$ cat src/logic/sadc_pkg.sv
// sadc_pkg: register map, field layout, reset values and conversion counts of the converter control block
`default_nettype none
package sadc_pkg;

  // ---------------------------------------------------------------------
  // bus geometry
  // ---------------------------------------------------------------------
  localparam int unsigned ADDR_W = 10;
  localparam int unsigned DATA_W = 32;

  // ---------------------------------------------------------------------
  // register indices; byte address is four times the index
  // ---------------------------------------------------------------------
  localparam logic [7:0] IDX_CONTROL_ONE = 8'h1C;
  localparam logic [7:0] IDX_CONTROL_TWO = 8'h1D;
  localparam logic [7:0] IDX_RESULT_LOW  = 8'h1E;
  localparam logic [7:0] IDX_RESULT_HIGH = 8'h1F;

  // ---------------------------------------------------------------------
  // adc_control_one fields
  // ---------------------------------------------------------------------
  localparam int unsigned C1_START_POS = 7;
  localparam int unsigned C1_MODE_POS  = 5;
  localparam int unsigned C1_GATE_POS  = 4;
  localparam int unsigned C1_CHAN_POS  = 0;
  localparam logic [7:0]  C1_RESET     = 8'h10;

  localparam logic [1:0] MODE_DISABLE  = 2'h0;
  localparam logic [1:0] MODE_SINGLE   = 2'h1;
  localparam logic [1:0] MODE_RESERVED = 2'h2;
  localparam logic [1:0] MODE_REPEAT   = 2'h3;
  localparam logic [3:0] CHAN_LAST     = 4'h7;

  // ---------------------------------------------------------------------
  // adc_control_two fields
  // ---------------------------------------------------------------------
  localparam int unsigned C2_LADDER_POS = 5;
  localparam int unsigned C2_FIXED1_POS = 4;
  localparam int unsigned C2_TIME_POS   = 1;
  localparam int unsigned C2_FIXED0_POS = 0;
  localparam logic [7:0]  C2_RESET      = 8'h10;

  // ---------------------------------------------------------------------
  // result_low_and_status fields
  // ---------------------------------------------------------------------
  localparam int unsigned ST_RES_POS  = 6;
  localparam int unsigned ST_DONE_POS = 5;
  localparam int unsigned ST_BUSY_POS = 4;

  // ---------------------------------------------------------------------
  // conversion time in oscillator periods; pclk is the oscillator clock
  // ---------------------------------------------------------------------
  localparam int unsigned CNT_W         = 11;
  localparam int unsigned PERIODS_T0    = 39;
  localparam int unsigned PERIODS_T2    = 78;
  localparam int unsigned PERIODS_T3    = 156;
  localparam int unsigned PERIODS_T4    = 312;
  localparam int unsigned PERIODS_T5    = 624;
  localparam int unsigned PERIODS_T6    = 1248;
  localparam logic [CNT_W-1:0] CYC_T0   = CNT_W'(PERIODS_T0);
  localparam logic [CNT_W-1:0] CYC_T2   = CNT_W'(PERIODS_T2);
  localparam logic [CNT_W-1:0] CYC_T3   = CNT_W'(PERIODS_T3);
  localparam logic [CNT_W-1:0] CYC_T4   = CNT_W'(PERIODS_T4);
  localparam logic [CNT_W-1:0] CYC_T5   = CNT_W'(PERIODS_T5);
  localparam logic [CNT_W-1:0] CYC_T6   = CNT_W'(PERIODS_T6);

endpackage
`default_nettype wire

$ cat src/logic/sadc_tmr_if.sv
// sadc_tmr_if: handshake between the control logic and the conversion timer
`timescale 1ns/10ps
`default_nettype none
interface sadc_tmr_if;
  logic       start;
  logic       abort;
  logic [2:0] time_code;
  logic       done;
  logic       busy;

  modport ctrl  (output start, output abort, output time_code, input done, input busy);
  modport timer (input start, input abort, input time_code, output done, output busy);
endinterface
`default_nettype wire

$ cat src/logic/sadc_timer.sv
// sadc_timer: counts oscillator cycles of one conversion
`timescale 1ns/10ps
`default_nettype none
module sadc_timer (
  // clock and reset
  input  wire logic   pclk,
  input  wire logic   presetn,
  // control side
  sadc_tmr_if.timer   tmr
);

  typedef struct packed {
    logic                         busy;
    logic [sadc_pkg::CNT_W-1:0]   count;
    logic [sadc_pkg::CNT_W-1:0]   target;
  } sadc_tmr_state_t;

  sadc_tmr_state_t r;
  sadc_tmr_state_t n;

  // ---------------------------------------------------------------------
  // time code lookup
  // ---------------------------------------------------------------------
  function automatic logic [sadc_pkg::CNT_W-1:0] code_cycles(input logic [2:0] code);
    case (code)
      3'h0:    code_cycles = sadc_pkg::CYC_T0;
      3'h2:    code_cycles = sadc_pkg::CYC_T2;
      3'h3:    code_cycles = sadc_pkg::CYC_T3;
      3'h4:    code_cycles = sadc_pkg::CYC_T4;
      3'h5:    code_cycles = sadc_pkg::CYC_T5;
      3'h6:    code_cycles = sadc_pkg::CYC_T6;
      // reserved codes fall back to the longest time, the safe side
      default: code_cycles = sadc_pkg::CYC_T6;
    endcase
  endfunction

  // ---------------------------------------------------------------------
  // counter
  // ---------------------------------------------------------------------
  assign tmr.busy = r.busy;
  assign tmr.done = r.busy && !tmr.abort && (r.count == r.target - 11'h001);

  always_comb begin
    n = r;
    if (tmr.abort) begin
      n.busy  = 1'b0;
      n.count = '0;
    end else if (tmr.start && (!r.busy || tmr.done)) begin
      n.busy   = 1'b1;
      n.count  = '0;
      n.target = code_cycles(tmr.time_code);
    end else if (tmr.done) begin
      n.busy  = 1'b0;
      n.count = '0;
    end else if (r.busy) begin
      n.count = r.count + 11'h001;
    end
  end

  always_ff @(posedge pclk or negedge presetn) begin
    if (!presetn) begin
      r <= '0;
    end else begin
      r <= n;
    end
  end

endmodule
`default_nettype wire

$ cat src/logic/sadc_ctrl.sv
// sadc_ctrl: register file, apb slave and conversion sequencing of the sar converter
//
// Our own choice: register access over APB.
`timescale 1ns/10ps
`default_nettype none
// Summary of operation
// - mode field 00 disables, 01 single software start, 10 reserved, 11 repeat.
// - channel codes 0 to 7 select inputs 0 to 7; higher codes reserved.
// - analog inputs enabled when gate bit is 0, disabled when 1.
// - in single mode writing start bit 1 begins converting selected channel.
// - start bit clears itself once the conversion has begun.
// - on completion store result, set done flag and raise completion interrupt together.
// - standby resets both control registers and ignores writes until normal mode.
// - ladder connected only while converting if bit 0, always if bit 1.
// - time code selects 39 to 1248 oscillator periods; 001 and 111 reserved.
// - reading control two returns bits 6 and 7 undefined.
// - result 9..2 in high register, result 1..0 in bits 7..6 of low.
// - reading the high result register clears the done flag.
// - busy set at start, cleared at finish and on entering standby.
// - status bits 3..0 read meaningless; done and busy are read only.
// - repeat mode restarts after each completion; mode 00 halts at once, no store.
// - new start before result read clears done, old result kept until completion.
module sadc_ctrl (
  // clock and reset
  input  wire logic                          pclk,
  input  wire logic                          presetn,
  // apb slave
  input  wire logic                          psel,
  input  wire logic                          penable,
  input  wire logic                          pwrite,
  input  wire logic [sadc_pkg::ADDR_W-1:0]   paddr,
  input  wire logic [sadc_pkg::DATA_W-1:0]   pwdata,
  output logic                               pready,
  output logic [sadc_pkg::DATA_W-1:0]        prdata,
  output logic                               pslverr,
  // power mode
  input  wire logic                          standby_active,
  // analog front end
  input  wire logic [9:0]                    analog_result,
  output logic [2:0]                         channel_select,
  output logic                               channel_valid,
  output logic                               analog_input_enable,
  output logic                               ladder_connect,
  output logic                               sample_start,
  output logic                               converter_busy_flag,
  // event
  output logic                               conversion_complete_irq
);

  typedef struct packed {
    logic                         start_trigger_bit;
    logic [1:0]                   operating_mode_field;
    logic                         analog_input_gate;
    logic [3:0]                   channel_select;
    logic                         ladder_connect_control;
    logic                         fixed_one;
    logic [2:0]                   time_code;
    logic                         fixed_zero;
    logic [9:0]                   result;
    logic                         conversion_done_flag;
    logic [sadc_pkg::DATA_W-1:0]  rdata;
    logic                         slverr;
    logic                         irq;
  } sadc_ctrl_state_t;

  sadc_ctrl_state_t r;
  sadc_ctrl_state_t n;
  sadc_tmr_if       tmr ();

  // ---------------------------------------------------------------------
  // conversion timer
  // ---------------------------------------------------------------------
  sadc_timer u_timer (
    .pclk    (pclk),
    .presetn (presetn),
    .tmr     (tmr)
  );

  // ---------------------------------------------------------------------
  // address decode
  // ---------------------------------------------------------------------
  function automatic logic addr_is(input logic [sadc_pkg::ADDR_W-1:0] a, input logic [7:0] idx);
    addr_is = (a == {idx, 2'h0});
  endfunction

  logic sel_c1;
  logic sel_c2;
  logic sel_lo;
  logic sel_hi;
  logic mapped;
  logic setup_ph;
  logic wr_acc;
  logic rd_acc;
  logic mode_runs;
  logic chan_ok;
  logic start_fire;
  logic repeat_again;
  logic halt;

  assign sel_c1   = addr_is(paddr, sadc_pkg::IDX_CONTROL_ONE);
  assign sel_c2   = addr_is(paddr, sadc_pkg::IDX_CONTROL_TWO);
  assign sel_lo   = addr_is(paddr, sadc_pkg::IDX_RESULT_LOW);
  assign sel_hi   = addr_is(paddr, sadc_pkg::IDX_RESULT_HIGH);
  assign mapped   = sel_c1 | sel_c2 | sel_lo | sel_hi;
  assign setup_ph = psel && !penable;
  assign wr_acc   = psel && penable && pwrite;
  assign rd_acc   = psel && penable && !pwrite;

  // ---------------------------------------------------------------------
  // conversion sequencing
  // ---------------------------------------------------------------------
  assign mode_runs = (r.operating_mode_field == sadc_pkg::MODE_SINGLE) ||
                     (r.operating_mode_field == sadc_pkg::MODE_REPEAT);
  assign chan_ok   = (r.channel_select <= sadc_pkg::CHAN_LAST);
  assign start_fire = r.start_trigger_bit && mode_runs && chan_ok && !tmr.busy && !standby_active;
  assign repeat_again = tmr.done && (r.operating_mode_field == sadc_pkg::MODE_REPEAT) && chan_ok;
  // reserved mode 10 halts like disable, so a running conversion never hangs
  assign halt = tmr.busy && (standby_active || !mode_runs);

  assign tmr.start     = start_fire || repeat_again;
  assign tmr.abort     = halt;
  assign tmr.time_code = r.time_code;

  // ---------------------------------------------------------------------
  // next state
  // ---------------------------------------------------------------------
  always_comb begin
    n     = r;
    n.irq = 1'b0;

    // register writes, locked out during standby
    if (wr_acc && !standby_active && sel_c1) begin
      n.start_trigger_bit    = pwdata[sadc_pkg::C1_START_POS];
      n.operating_mode_field = pwdata[sadc_pkg::C1_MODE_POS +: 2];
      n.analog_input_gate    = pwdata[sadc_pkg::C1_GATE_POS];
      n.channel_select       = pwdata[sadc_pkg::C1_CHAN_POS +: 4];
    end
    if (wr_acc && !standby_active && sel_c2) begin
      n.ladder_connect_control = pwdata[sadc_pkg::C2_LADDER_POS];
      n.fixed_one              = pwdata[sadc_pkg::C2_FIXED1_POS];
      n.time_code              = pwdata[sadc_pkg::C2_TIME_POS +: 3];
      n.fixed_zero             = pwdata[sadc_pkg::C2_FIXED0_POS];
    end

    // start bit is consumed on begin, or dropped if it can never fire
    if (start_fire) begin
      n.start_trigger_bit    = 1'b0;
      n.conversion_done_flag = 1'b0;
    end else if (r.start_trigger_bit && !tmr.busy && !(mode_runs && chan_ok)) begin
      n.start_trigger_bit = 1'b0;
    end

    // reading the high byte consumes the done flag
    if (rd_acc && sel_hi) begin
      n.conversion_done_flag = 1'b0;
    end

    // completion wins over any clear in the same cycle
    if (tmr.done) begin
      n.result               = analog_result;
      n.conversion_done_flag = 1'b1;
      n.irq                  = 1'b1;
    end

    // standby puts control back to reset and discards the result
    if (standby_active) begin
      n.start_trigger_bit      = sadc_pkg::C1_RESET[sadc_pkg::C1_START_POS];
      n.operating_mode_field   = sadc_pkg::C1_RESET[sadc_pkg::C1_MODE_POS +: 2];
      n.analog_input_gate      = sadc_pkg::C1_RESET[sadc_pkg::C1_GATE_POS];
      n.channel_select         = sadc_pkg::C1_RESET[sadc_pkg::C1_CHAN_POS +: 4];
      n.ladder_connect_control = sadc_pkg::C2_RESET[sadc_pkg::C2_LADDER_POS];
      n.fixed_one              = sadc_pkg::C2_RESET[sadc_pkg::C2_FIXED1_POS];
      n.time_code              = sadc_pkg::C2_RESET[sadc_pkg::C2_TIME_POS +: 3];
      n.fixed_zero             = sadc_pkg::C2_RESET[sadc_pkg::C2_FIXED0_POS];
      n.result                 = '0;
      n.conversion_done_flag   = 1'b0;
      n.irq                    = 1'b0;
    end

    // read data is latched in the setup cycle, so prdata comes from a flop
    if (setup_ph) begin
      n.rdata  = '0;
      n.slverr = !mapped;
      if (sel_c1) begin
        n.rdata[7:0] = {r.start_trigger_bit, r.operating_mode_field, r.analog_input_gate, r.channel_select};
      end
      if (sel_c2) begin
        // undefined top bits are given as zero
        n.rdata[7:0] = {2'h0, r.ladder_connect_control, r.fixed_one, r.time_code, r.fixed_zero};
      end
      if (sel_lo) begin
        // meaningless low nibble is given as zero
        n.rdata[7:0] = {r.result[1:0], r.conversion_done_flag, tmr.busy, 4'h0};
      end
      if (sel_hi) begin
        n.rdata[7:0] = r.result[9:2];
      end
    end
  end

  always_ff @(posedge pclk or negedge presetn) begin
    if (!presetn) begin
      r                        <= '0;
      r.analog_input_gate      <= sadc_pkg::C1_RESET[sadc_pkg::C1_GATE_POS];
      r.fixed_one              <= sadc_pkg::C2_RESET[sadc_pkg::C2_FIXED1_POS];
    end else begin
      r <= n;
    end
  end

  // ---------------------------------------------------------------------
  // outputs
  // ---------------------------------------------------------------------
  assign pready                  = 1'b1;
  assign prdata                  = r.rdata;
  assign pslverr                 = r.slverr;
  assign channel_select          = r.channel_select[2:0];
  assign channel_valid           = chan_ok;
  assign analog_input_enable     = !r.analog_input_gate;
  assign ladder_connect          = r.ladder_connect_control || tmr.busy;
  assign sample_start            = tmr.start && !halt;
  assign converter_busy_flag     = tmr.busy;
  assign conversion_complete_irq = r.irq;

endmodule
`default_nettype wire

$ cat config.mk
export PLATFORM = sky130hd
export DESIGN_NAME = sadc_ctrl
export DESIGN_NICKNAME = d
export VERILOG_FILES = /design/src/logic/sadc_pkg.sv /design/src/logic/sadc_tmr_if.sv /design/src/logic/sadc_timer.sv /design/src/logic/sadc_ctrl.sv
export SDC_FILE = /design/constraint.sdc
export NUM_CORES = 1
export LEC_CHECK = 0
export BUFFER_PORTS_ARGS = -buffer_cell sky130_fd_sc_hd__buf_2
export CORE_UTILIZATION = 32
export CTS_CLUSTER_DIAMETER = 40
export DETAILED_ROUTE_END_ITERATION = 8
export SYNTH_ARGS = -nofsm -noshare
export SYNTH_HDL_FRONTEND = slang
export SYNTH_SLANG_ARGS = --single-unit
$ cat constraint.sdc
create_clock -name pclk -period 3 [get_ports pclk]
set_clock_uncertainty 0.05 [all_clocks]
set_input_delay 0.75 -clock pclk [delete_from_list [all_inputs] [get_ports pclk]]
set_output_delay 0.75 -clock pclk [all_outputs]
set_load 0.01 [all_outputs]
# Word level (Yosys, flattened, before mapping)
# Index checks and enable logic that the tools add are counted.
[word_totals]
register_bits = 58
output_inout_bits = 43
[classes]
addsub = 2
magnitude_cmp = 1
n_eq_ne = 11
muxes = 20
bitwise_logic = 4
reduce_logical = 45
[op_table]
columns = ["operator", "n"]
rows = [
  ["$pmux 11 s5", 1],
  ["$eq 10x7->1 const B", 4],
  ["$mux 8", 5],
  ["$mux 11", 3],
  ["$mux 25", 1],
  ["$mux 12", 2],
  ["$logic_and 1x1->1", 22],
  ["$reduce_bool 4->1", 3],
  ["$add 11x1->11 const B", 1],
  ["$eq 11x11->1", 1],
  ["$sub 11x1->11 const B", 1],
  ["$logic_not 1->1", 9],
  ["$mux 1", 7],
  ["$eq 3x2->1 const B", 2],
  ["$eq 3x3->1 const B", 2],
  ["$mux 6", 1],
  ["$reduce_bool 2->1", 3],
  ["$logic_or 1x1->1", 5],
  ["$le 4x3->1 const B", 1],
  ["$logic_not 3->1", 1],
  ["$or 1x1->1", 3],
  ["$reduce_bool 3->1", 1],
  ["$eq 2x1->1 const B", 1],
  ["$eq 2x2->1 const B", 1],
  ["2 further kinds", 2],
]

# Logic depth before layout (Yosys ltp)
# Gate-level depths: netlist of run 1.
[depth]
ltp_word = 14
depth_mapped = 11
ltp_nobuf = 9

# Hierarchy
# Synthesis of run 1 repeated with hierarchy kept, for this count alone.
[unflattened]
cells_unflattened = 460
area_unflattened_um2 = 3998.8
[modules_own_cells]
columns = ["module", "n_inst", "cells_each", "area_per_inst_um2", "seq_area_each_um2"]
rows = [
  ["sadc_ctrl", 1, 203, 2049.5, 878.3],
  ["sadc_timer", 1, 257, 1949.4, 575.6],
]

# Worst setup path before layout of run 1
# OpenSTA, ideal clock, no wires.
[synth_path]
kind = "input to output"
from = "input standby_active"
to = "output sample_start"
arrival_time_ns = 2.395
required_time_ns = 2.200
path_slack_ns = -0.195
path_stages = 10
cell_sequence = "and3b_1 -> buf_2 -> nand3_1 -> a2111o_1 -> nor4_2 -> nand3b_1 -> buf_6 -> a2bb2oi_4 -> buf_6 -> inv_1"
[synth_via]
elab_chain_len = 9
word_cells_on_any_way = 11
classes_between = "reduce/logical: 11"
[synth_rtl]
columns = ["item", "line", "text"]
rows = [
  ["start, declared", "sadc_ctrl.sv:37", "input wire logic standby_active,"],
  ["$logic_or 1x1->1", "sadc_ctrl.sv:118", "assign halt = tmr.busy && (standby_active || !mode_runs);"],
  ["$logic_and 1x1->1", "sadc_ctrl.sv:118", ""],
  ["$logic_not 1->1", "sadc_timer.sv:41, sadc_ctrl.sv:221", ""],
  ["$logic_and 1x1->1 (2 in a row)", "sadc_timer.sv:41", "assign tmr.done = r.busy && !tmr.abort && (r.count == r.target - 11'h001);"],
  ["$logic_and 1x1->1 (2 in a row)", "sadc_ctrl.sv:116", "assign repeat_again = tmr.done && (r.operating_mode_field == sadc_pkg::MODE_REPEAT) && chan_ok;"],
  ["$logic_or 1x1->1", "sadc_ctrl.sv:120", "assign tmr.start = start_fire || repeat_again;"],
  ["$logic_and 1x1->1 *", "sadc_ctrl.sv:221", "assign sample_start = tmr.start && !halt;"],
  ["end, declared", "sadc_ctrl.sv:44", "output logic sample_start,"],
]
# Every way passes the cells marked *; elsewhere a longest branch is shown, timed or not.

# Worst setup path in the final report of run 1
[layout_path]
from = "register u_timer.r[0] in the netlist's numbering"
to = "output sample_start"
[layout_via]
elab_chain_len = 7
[layout_rtl]
columns = ["item", "line", "text"]
rows = [
  ["start, declared", "sadc_timer.sv:18", "sadc_tmr_state_t r;"],
  ["start signal, assigned", "sadc_timer.sv:64", "r <= n;"],
  ["$sub 11x1->11", "sadc_timer.sv:41", ""],
  ["$eq 11x11->1", "sadc_timer.sv:41", ""],
  ["$logic_and 1x1->1", "sadc_timer.sv:41", ""],
  ["$logic_and 1x1->1 (2 in a row)", "sadc_ctrl.sv:116", ""],
  ["$logic_or 1x1->1", "sadc_ctrl.sv:120", ""],
  ["$logic_and 1x1->1", "sadc_ctrl.sv:221", ""],
]
# Every way passes these cells.

==> results of run 1 <==
==> what timing repair did <==
item	in CTS	in global routing
resized for setup	2	5
pin swaps	1	0
setup endpoints to repair	1	8
buffers inserted	4	1
==> cell usage after synthesis (2+ instances only) <==
cell      count
mux2_4        8
buf_6         2
nand2b_1      3
buf_4        36
ha_1          2
mux2i_1       9
conb_1        2
o21ai_0      32
dfrtp_1      56
and3_1        5
nor4_1        2
o22ai_1       3
nand3_1      12
inv_1        29
or2_2         2
nor3_1        2
clkbuf_1     16
nand4_1       6
a21oi_1       8
nor2_1       20
a22oi_1       5
mux2_2       10
a31oi_1       4
dfstp_2       2
nand2_1      26
nor2b_1       5
xnor2_1       8
mux4_2        2
xor2_1        9
nand3b_1     16
buf_2         2
nor3b_1       3
o311ai_0      4
==> sequential cells by signal (all words and copies together), names as in the netlist <==
| register | flops |
|---|---|
| r | 19 |
| u_timer.r | 22 |
| tmr.time_code | 3 |
| u_timer.tmr.busy | 1 |
| conversion_complete_irq | 1 |
| prdata | 8 |
| channel_select | 3 |
| pslverr | 1 |
==> critical path, stage by stage (launching register included) <==
cell and delay, ns:
dfrtp_2 0.44, inv_2 0.06, ha_2 0.17, nor3b_4 0.24, nand2_1 0.11, a2111o_1 0.39
nor4_2 0.14, nand3b_1 0.18, a2bb2oi_4 0.20, inv_4 0.06, buf_6 0.09
==> stage by stage <==
stage	total power, mW	utilization
final	1.67	0.385
after global routing	1.74	0.385
after CTS	1.69	0.383
after detailed placement	0.887	0.359
after global placement	0.886	0.359
after floorplan	0.863	-
==> power by group through the flow <==
stage	clock network (mW)	logic, mW	registers [mW]
after floorplan	0	0.0630	0.800
after global placement	0	0.0861	0.800
after detailed placement	0	0.0865	0.800
after CTS	0.815	0.0866	0.786
after global routing	0.856	0.0984	0.786
final	0.796	0.0850	0.786
==> cells by family after synthesis <==
logic type	Yosys count	share of synthesized area
simple gates	109	0.172
flops	58	0.419
fa+ha+maj	2	0.00721
buf+inv	85	0.136
mux	29	0.106
xor+xnor	17	0.0429
compound gates	63	0.115
other cells	2	0.00216
==> how the worst max path moves through the flow <==
stage                             start  depth (start not counted)  slack, ns      endpoint
2_1_floorplan            standby_active                         10      -0.02  sample_start
3_3_place_gp             standby_active                          9      -0.01  sample_start
3_5_place_dp             standby_active                          9      -0.01  sample_start
4_1_cts        u_timer.r[0]$_DFFE_PN0P_                         10      -0.23  sample_start
5_1_grt        u_timer.r[1]$_DFFE_PN0P_                         10      -0.31  sample_start
6_report       u_timer.r[0]$_DFFE_PN0P_                         10      -0.20  sample_start
==> area by class of cell <==
type	instances	area [um^2]
Fill cell	1067	6410
Multi-Input combinational cell	245	1650
Sequential cell	58	1460
Timing Repair Buffer	68	402
Tap cell	136	170
Clock buffer	11	141
Inverter	29	111
Clock inverter	5	77.6
==> routing by layer <==
layer | up-vias | share of wire | global-route usage | wire length, um
met2 | 57 | 0.47 | 0.229 | 3430
met5 | - | 0 | 0 | 0
met3 | 7 | 0.033 | 0.0331 | 243
met4 | 0 | 0.010 | 0.0476 | 77
met1 | 1295 | 0.49 | 0.190 | 3590
li1 | 1289 | - | - | -
==> flow_summary.ini, run 1 <==
[pwr]
pwr-share-comb = 0.051
power_frac_seq = 0.472
leakage_nw = 1.96
internal-power_mw = 1.30
swShare = 0.220
max-vdd-ir-drop_mv = 0.336
power.density_nw_per_um2 = 416
power_switching_uw = 367
power_frac_clock = 0.477

[detailed_routing]
postRouteAntennaNets = 0
drcViolationCount = 0
drtIter0Drc = 114
avgViaCountPerCell = 4.80
drt-pass1-iter-count = 4
wl_um = 7340
wl_per_cell_um = 13.3
vias = 2648

[hold_path]
min_path_type = in -> async

[logic_synthesis]
synth-edff-count = 0
yosysSeqAreaShare = 0.419
yosys.area.top_type = dfrtp_1
async_reset_ff_frac = 1.00
avgSynthCellArea_um2 = 9.51
synthTopCellsByArea = dfrtp_1 (40%), buf_4 (7.8%), o21ai_0 (4.6%)
ys_seq_elements = 58
synth.top_cell.area_share = 0.404
synthDistinctLibCells = 47
synth_top_flop_cell = dfrtp_1
synth_cells = 365
ys_warn_count = 0
synth_area_um2 = 3470

[timing]
fin_crit_sh = 1.07
period_minus_slack_ns = 3.20
setup_viol = 1
whs_ns = 0.421
hold_viol_final = 0
max_slew_margin = 0.517
rsz0062_at_grt = yes
final_max_slew_viol_count = 0
fmax_ghz = 0.313
fin_ws_ns = -0.200
tightest_slew_ns = 0.725
tns_ns = -0.200

[clocking]
htreeDepth = 3
root_buffer = clkbuf_8
clk_latency_ns = 0.34
cts.hold.buffers_added = 0
cts_buffers = 9
clkTransAtPathRegs_ns = 0.06
cts.sinks = 58
clock_path_buffers = 2
cts_tree = built

[floorplan]
start_util = 0.333
fp-row-count = 37
dieArea_um2 = 11300
die_width_um = 106
fp.coreArea_um2 = 10400
io_pins = 101
die_h_um = 106

[layout]
drive_above_1_share = 0.281
layout_common_cells = dfrtp_1 (55), buf_2 (50), o21ai_0 (32), inv_1 (27)
design_area_um2 = 4010
mostFrequentLayoutCell = dfrtp_1
antenna_cells = 0
area_growth_pct = 15.6
stdcell_count = 552
layout.nets = 471

[status]
violations = negative setup slack
status = complete, but fails checks

[critical_path]
cp.required_ns = 2.20
reg2reg_to = u_timer.r[16]$_DFFE_PN0P_
crit-reg2reg-launch = u_timer.r[0]$_DFFE_PN0P_
critPathMaxFanout = 4
cp-end-kind = primary output
rrSetupSlack_ns = 0.22
startpoint_type = flip-flop
cp.arrival_ns = 2.40
reg2reg_depth = 12
crit_type = reg -> out

[global_route]
grt_max_degree = 31
gr-usage-all-layers = 0.143
grt_pass1_wl_um = 12700
antenna_found_initial = 0
grt_pass1_vias = 2601
grt_overflow = 0

[run]
maxCapViolCount = 0

[placement]
dp_cells = 532
place_hpwl_um = 5500
gp_congestion = 0.790
placed_cell_area_um2 = 3740
place.port_buffers = 51
pre_cts_ws_ns = -0.0119
No activity file was read; power rests on OpenSTA's default activity.
==> run 2: changes to the inputs <==
--- a/config.mk
+++ b/config.mk
@@ -9,6 +9,8 @@
 export CORE_UTILIZATION = 32
 export CTS_CLUSTER_DIAMETER = 40
 export DETAILED_ROUTE_END_ITERATION = 8
+export PLACE_DENSITY = 0.66
+export SLEW_MARGIN = 10
 export SYNTH_ARGS = -nofsm -noshare
 export SYNTH_HDL_FRONTEND = slang
 export SYNTH_SLANG_ARGS = --single-unit
==> flow_summary.ini, run 2 (synthesized netlist as in run 1, its figures left out) <==
[global_route]
gr-usage-all-layers = 0.149
antenna_found_initial = 0
grt_pass1_wl_um = 13000
grt_util_met2 = 0.231
grt_use_met3 = 0.0325
grt_pass1_vias = 2635
grt_overflow = 0
top_usage_layer = met2
grt_max_degree = 34
use_met1 = 0.199

[clocking]
cts_tree = built
htreeDepth = 3
root_buffer = clkbuf_8
clkTransAtPathRegs_ns = 0.07
clock_path_buffers = 2
cts_buffers = 9
clk_latency_ns = 0.34
cts.hold.buffers_added = 0
cts.sinks = 58

[timing]
fin_ws_ns = -0.145
final_max_slew_viol_count = 0
rsz0062_at_grt = yes
tns_ns = -0.145
max_slew_margin = 0.556
whs_ns = 0.247
setup_viol = 1
hold_viol_final = 0
period_minus_slack_ns = 3.14
tightest_slew_ns = 0.664
fmax_ghz = 0.318
fin_crit_sh = 1.05

[detailed_routing]
vias = 2671
wl_um = 7760
drcViolationCount = 0
avgViaCountPerCell = 4.86
drtIter0Drc = 127
drt-pass1-iter-count = 4
wl_per_cell_um = 14.1
postRouteAntennaNets = 0

[floorplan]
fp.coreArea_um2 = 10400
fp-row-count = 37
start_util = 0.333
dieArea_um2 = 11300
die_h_um = 106
die_width_um = 106
io_pins = 101

[layout]
num-fill-cells = 1024
area_growth_pct = 15.7
drive_above_1_share = 0.283
regMostFlops = u_timer.r
antenna_cells = 0
largest_reg_flops = 22
layout_common_cells = dfrtp_1 (56), buf_2 (50), o21ai_0 (32), inv_1 (26)
mostFrequentLayoutCell = dfrtp_1
layout.nets = 469

[pwr]
max-vdd-ir-drop_mv = 0.215
power.density_nw_per_um2 = 414
leakage_nw = 1.96

[placement]
place.port_buffers = 51
place_hpwl_um = 5700
pre_cts_ws_ns = 0.0262
gp_congestion = 0.763

[hold_path]
min_path_type = in -> async

[status]
status = complete, but fails checks
violations = negative setup slack

[critical_path]
rrSetupSlack_ns = 0.31
crit-reg2reg-launch = u_timer.r[0]$_DFFE_PN0P_
cp.required_ns = 2.20
cp-end-kind = primary output
reg2reg_to = u_timer.r[15]$_DFFE_PN0P_
cp.arrival_ns = 2.34
reg2reg_depth = 9
critPathMaxFanout = 4
startpoint_type = flip-flop
crit_type = reg -> out

[run]
maxCapViolCount = 0
run 2: cell type report:
cell class	instances	area, um^2	share of cell area
Multi-Input combinational cell	245	1690	0.420
Sequential cell	58	1450	0.362
Timing Repair Buffer	66	374	0.0932
Tap cell	136	170	0.0424
Clock buffer	9	124	0.0309
Inverter	29	111	0.0277
Clock inverter	7	93.8	0.0234
run 2: critical path: stages (launching register included):
cell and delay (ns):
dfrtp_1 0.39, inv_2 0.07, ha_4 0.15, nor3b_4 0.24
nand2_1 0.10, a2111o_1 0.38, nor4_2 0.13, nand3b_1 0.18
a2bb2oi_4 0.21, inv_4 0.06, buf_6 0.09
run 2: worst max path at each step:
stage,startpoint,to,slack (ns),cells past startpoint
floorplan,standby_active,sample_start,-0.02,10
global placement,standby_active,sample_start,0.02,9
detailed placement,standby_active,sample_start,0.03,9
CTS,u_timer.r[0]$_DFFE_PN0P_,sample_start,-0.13,10
global route,u_timer.r[0]$_DFFE_PN0P_,sample_start,-0.30,10
finish,u_timer.r[0]$_DFFE_PN0P_,sample_start,-0.14,10
run 2: per-stage QoR:
| stage | util | area [um^2] | std cells | power [mW] |
|---|---|---|---|---|
| 6_report | 0.385 | 4010 | 550 | 1.66 |
| 3_5_place_dp | 0.357 | 3720 | 532 | 0.887 |
| 3_3_place_gp | 0.357 | 3720 | 532 | 0.886 |
| 5_1_grt | 0.385 | 4010 | 550 | 1.72 |
| 4_1_cts | 0.387 | 4030 | 552 | 1.68 |
| 2_1_floorplan | - | 3570 | 388 | 0.863 |
run 2: power by group:
group | switching, mW | internal [mW]
Clock | 0.325 | 0.465
Combinational | 0.0575 | 0.0280
Sequential | 0.00225 | 0.783
Total | 0.385 | 1.28
run 2: repair_timing:
item	in CTS	in global routing
setup endpoints to repair	1	8
buffers inserted	4	0
pin swaps	3	0
resized for setup	10	2
run 2: layer usage:
metal,share of wire,wire (um)
met4,0.016,124
met5,0,0
met3,0.038,295
met2,0.46,3600
met1,0.48,3740
==> run 3: changes to the inputs <==
--- a/config.mk
+++ b/config.mk
@@ -9,7 +9,8 @@
 export CORE_UTILIZATION = 32
 export CTS_CLUSTER_DIAMETER = 40
 export DETAILED_ROUTE_END_ITERATION = 8
-export PLACE_DENSITY = 0.66
+export GPL_TIMING_DRIVEN = 0
+export PLACE_DENSITY = 0.67
 export SLEW_MARGIN = 10
 export SYNTH_ARGS = -nofsm -noshare
 export SYNTH_HDL_FRONTEND = slang
==> flow_summary.ini, run 3 (synthesized netlist as in run 1, its figures left out) <==
[pwr]
power.total_mw = 1.50
power.density_nw_per_um2 = 353
leakage_nw = 2.12
max-vdd-ir-drop_mv = 0.157

[global_route]
grt_max_degree = 59
grt_overflow = 0
antenna_found_initial = 0
use_met1 = 0.197
grt_use_met3 = 0.0343
gr-usage-all-layers = 0.146
grt_pass1_wl_um = 12800
top_usage_layer = met2
grt_util_met2 = 0.226
grt_pass1_vias = 2658

[timing]
max_slew_margin = 0.505
hold_viol_final = 0
fmax_ghz = 0.303
tightest_slew_ns = 0.743
fin_crit_sh = 1.10
fin_ws_ns = -0.300
final_max_slew_viol_count = 0
period_minus_slack_ns = 3.30
rsz0062_at_grt = yes
setup_viol = 1

[layout]
num-fill-cells = 1046
antenna_cells = 0
layout_common_cells = dfrtp_1 (56), buf_2 (49), buf_4 (47), o21ai_0 (32), inv_1 (28)
largest_reg_flops = 22
regMostFlops = u_timer.r
multi_input_area_um2 = 1650
drive_above_1_share = 0.315
layout.nets = 518
stdcell_count = 599
mostFrequentLayoutCell = dfrtp_1
design_area_um2 = 4240
final_util = 0.407
area_growth_pct = 22.3
ff_latch_area_um2 = 1450

[clocking]
cts_tree = built
clock_path_buffers = 2
clk_latency_ns = 0.34
cts.hold.buffers_added = 0
clkTransAtPathRegs_ns = 0.06
root_buffer = clkbuf_8
cts.sinks = 58
htreeDepth = 3
cts_buffers = 9

[critical_path]
reg2reg_depth = 9
cp_cell_sequence = inv_1 > ha_2 > nor3b_4 > nand2_1 > a2111o_1 > nor4_2 > nand3b_1 > buf_6 > a2bb2oi_4 > inv_4 > buf_6
cp-end-kind = primary output
crit_slowest_cell = dfrtp_1
crit_type = reg -> out
crit_buf_inv = 4
cp.arrival_ns = 2.50
rrSetupSlack_ns = 0.23
reg2reg_to = u_timer.r[8]$_DFFE_PN0P_
critPathMaxStageDelay_ns = 0.41
startpoint_type = flip-flop
critPathMostFrequentCell = buf_6
crit-reg2reg-launch = u_timer.r[2]$_DFFE_PN0P_
cp.required_ns = 2.20
path_delay_family = simple AND/OR/NAND/NOR gates
critPathMaxFanout = 4

[detailed_routing]
drt-pass1-iter-count = 4
wl_um = 8000
drtIter0Drc = 91
avgViaCountPerCell = 4.68
wl_per_cell_um = 13.4
postRouteAntennaNets = 0
vias = 2802
drcViolationCount = 0

[hold_path]
min_path_type = in -> async

[floorplan]
start_util = 0.333
fp-row-count = 37
die_width_um = 106
die_h_um = 106
dieArea_um2 = 11300
fp.coreArea_um2 = 10400
io_pins = 101

[placement]
pre_cts_ws_ns = -0.387
placed_cell_area_um2 = 4000
dp_cells = 574
place.port_buffers = 50
gp_congestion = 0.863
place_hpwl_um = 5760

[run]
maxCapViolCount = 0

[status]
violations = negative setup slack
status = complete, but fails checks
==> run 3: layer usage <==
layer,vias up,wire [um]
li1,1378,-
met1,1337,3740
met2,80,3710
met3,7,448
met4,0,98
met5,-,0
==> run 3: final cells by class <==
class,count,area share
Multi-Input combinational cell,245,0.389
Buffer,55,0.0847
Sequential cell,58,0.343
Clock buffer,10,0.0301
Clock inverter,6,0.00826
Tap cell,136,0.0401
Inverter,29,0.0263
Timing Repair Buffer,60,0.0788
==> run 3: repair_timing <==
item,in CTS,in global routing
endpoints found under the setup margin,1,3
pin swaps,2,1
setup buffers,8,2
gates resized for setup,3,3
==> run 3: how the worst max path moves through the flow <==
stage	startpoint	to	slack (ns)	cells past startpoint
global placement	standby_active	sample_start	-0.38	12
global route	u_timer.r[0]$_DFFE_PN0P_	sample_start	-0.43	11
CTS	u_timer.r[1]$_DFFE_PN0P_	sample_start	-0.34	11
finish	u_timer.r[1]$_DFFE_PN0P_	sample_start	-0.30	11
floorplan	standby_active	sample_start	-0.02	10
detailed placement	standby_active	sample_start	-0.39	12
==> run 3: through the flow <==
stage | hold WS, ns | setup TNS [ns]
floorplan | 0.401 | -0.0160
global placement | 0.417 | -0.380
detailed placement | 0.422 | -0.387
CTS | 0.439 | -0.336
global route | 0.454 | -0.431
finish | 0.415 | -0.300
==> run 3: report_power, final <==
part           leakage (nW)  internal (mW)  total [mW]  switching (mW)
logic                  1.25         0.0482       0.111          0.0625
clock network        0.0818          0.293       0.602           0.309
registers             0.794          0.784       0.786         0.00220
total                  2.12           1.12        1.50           0.374
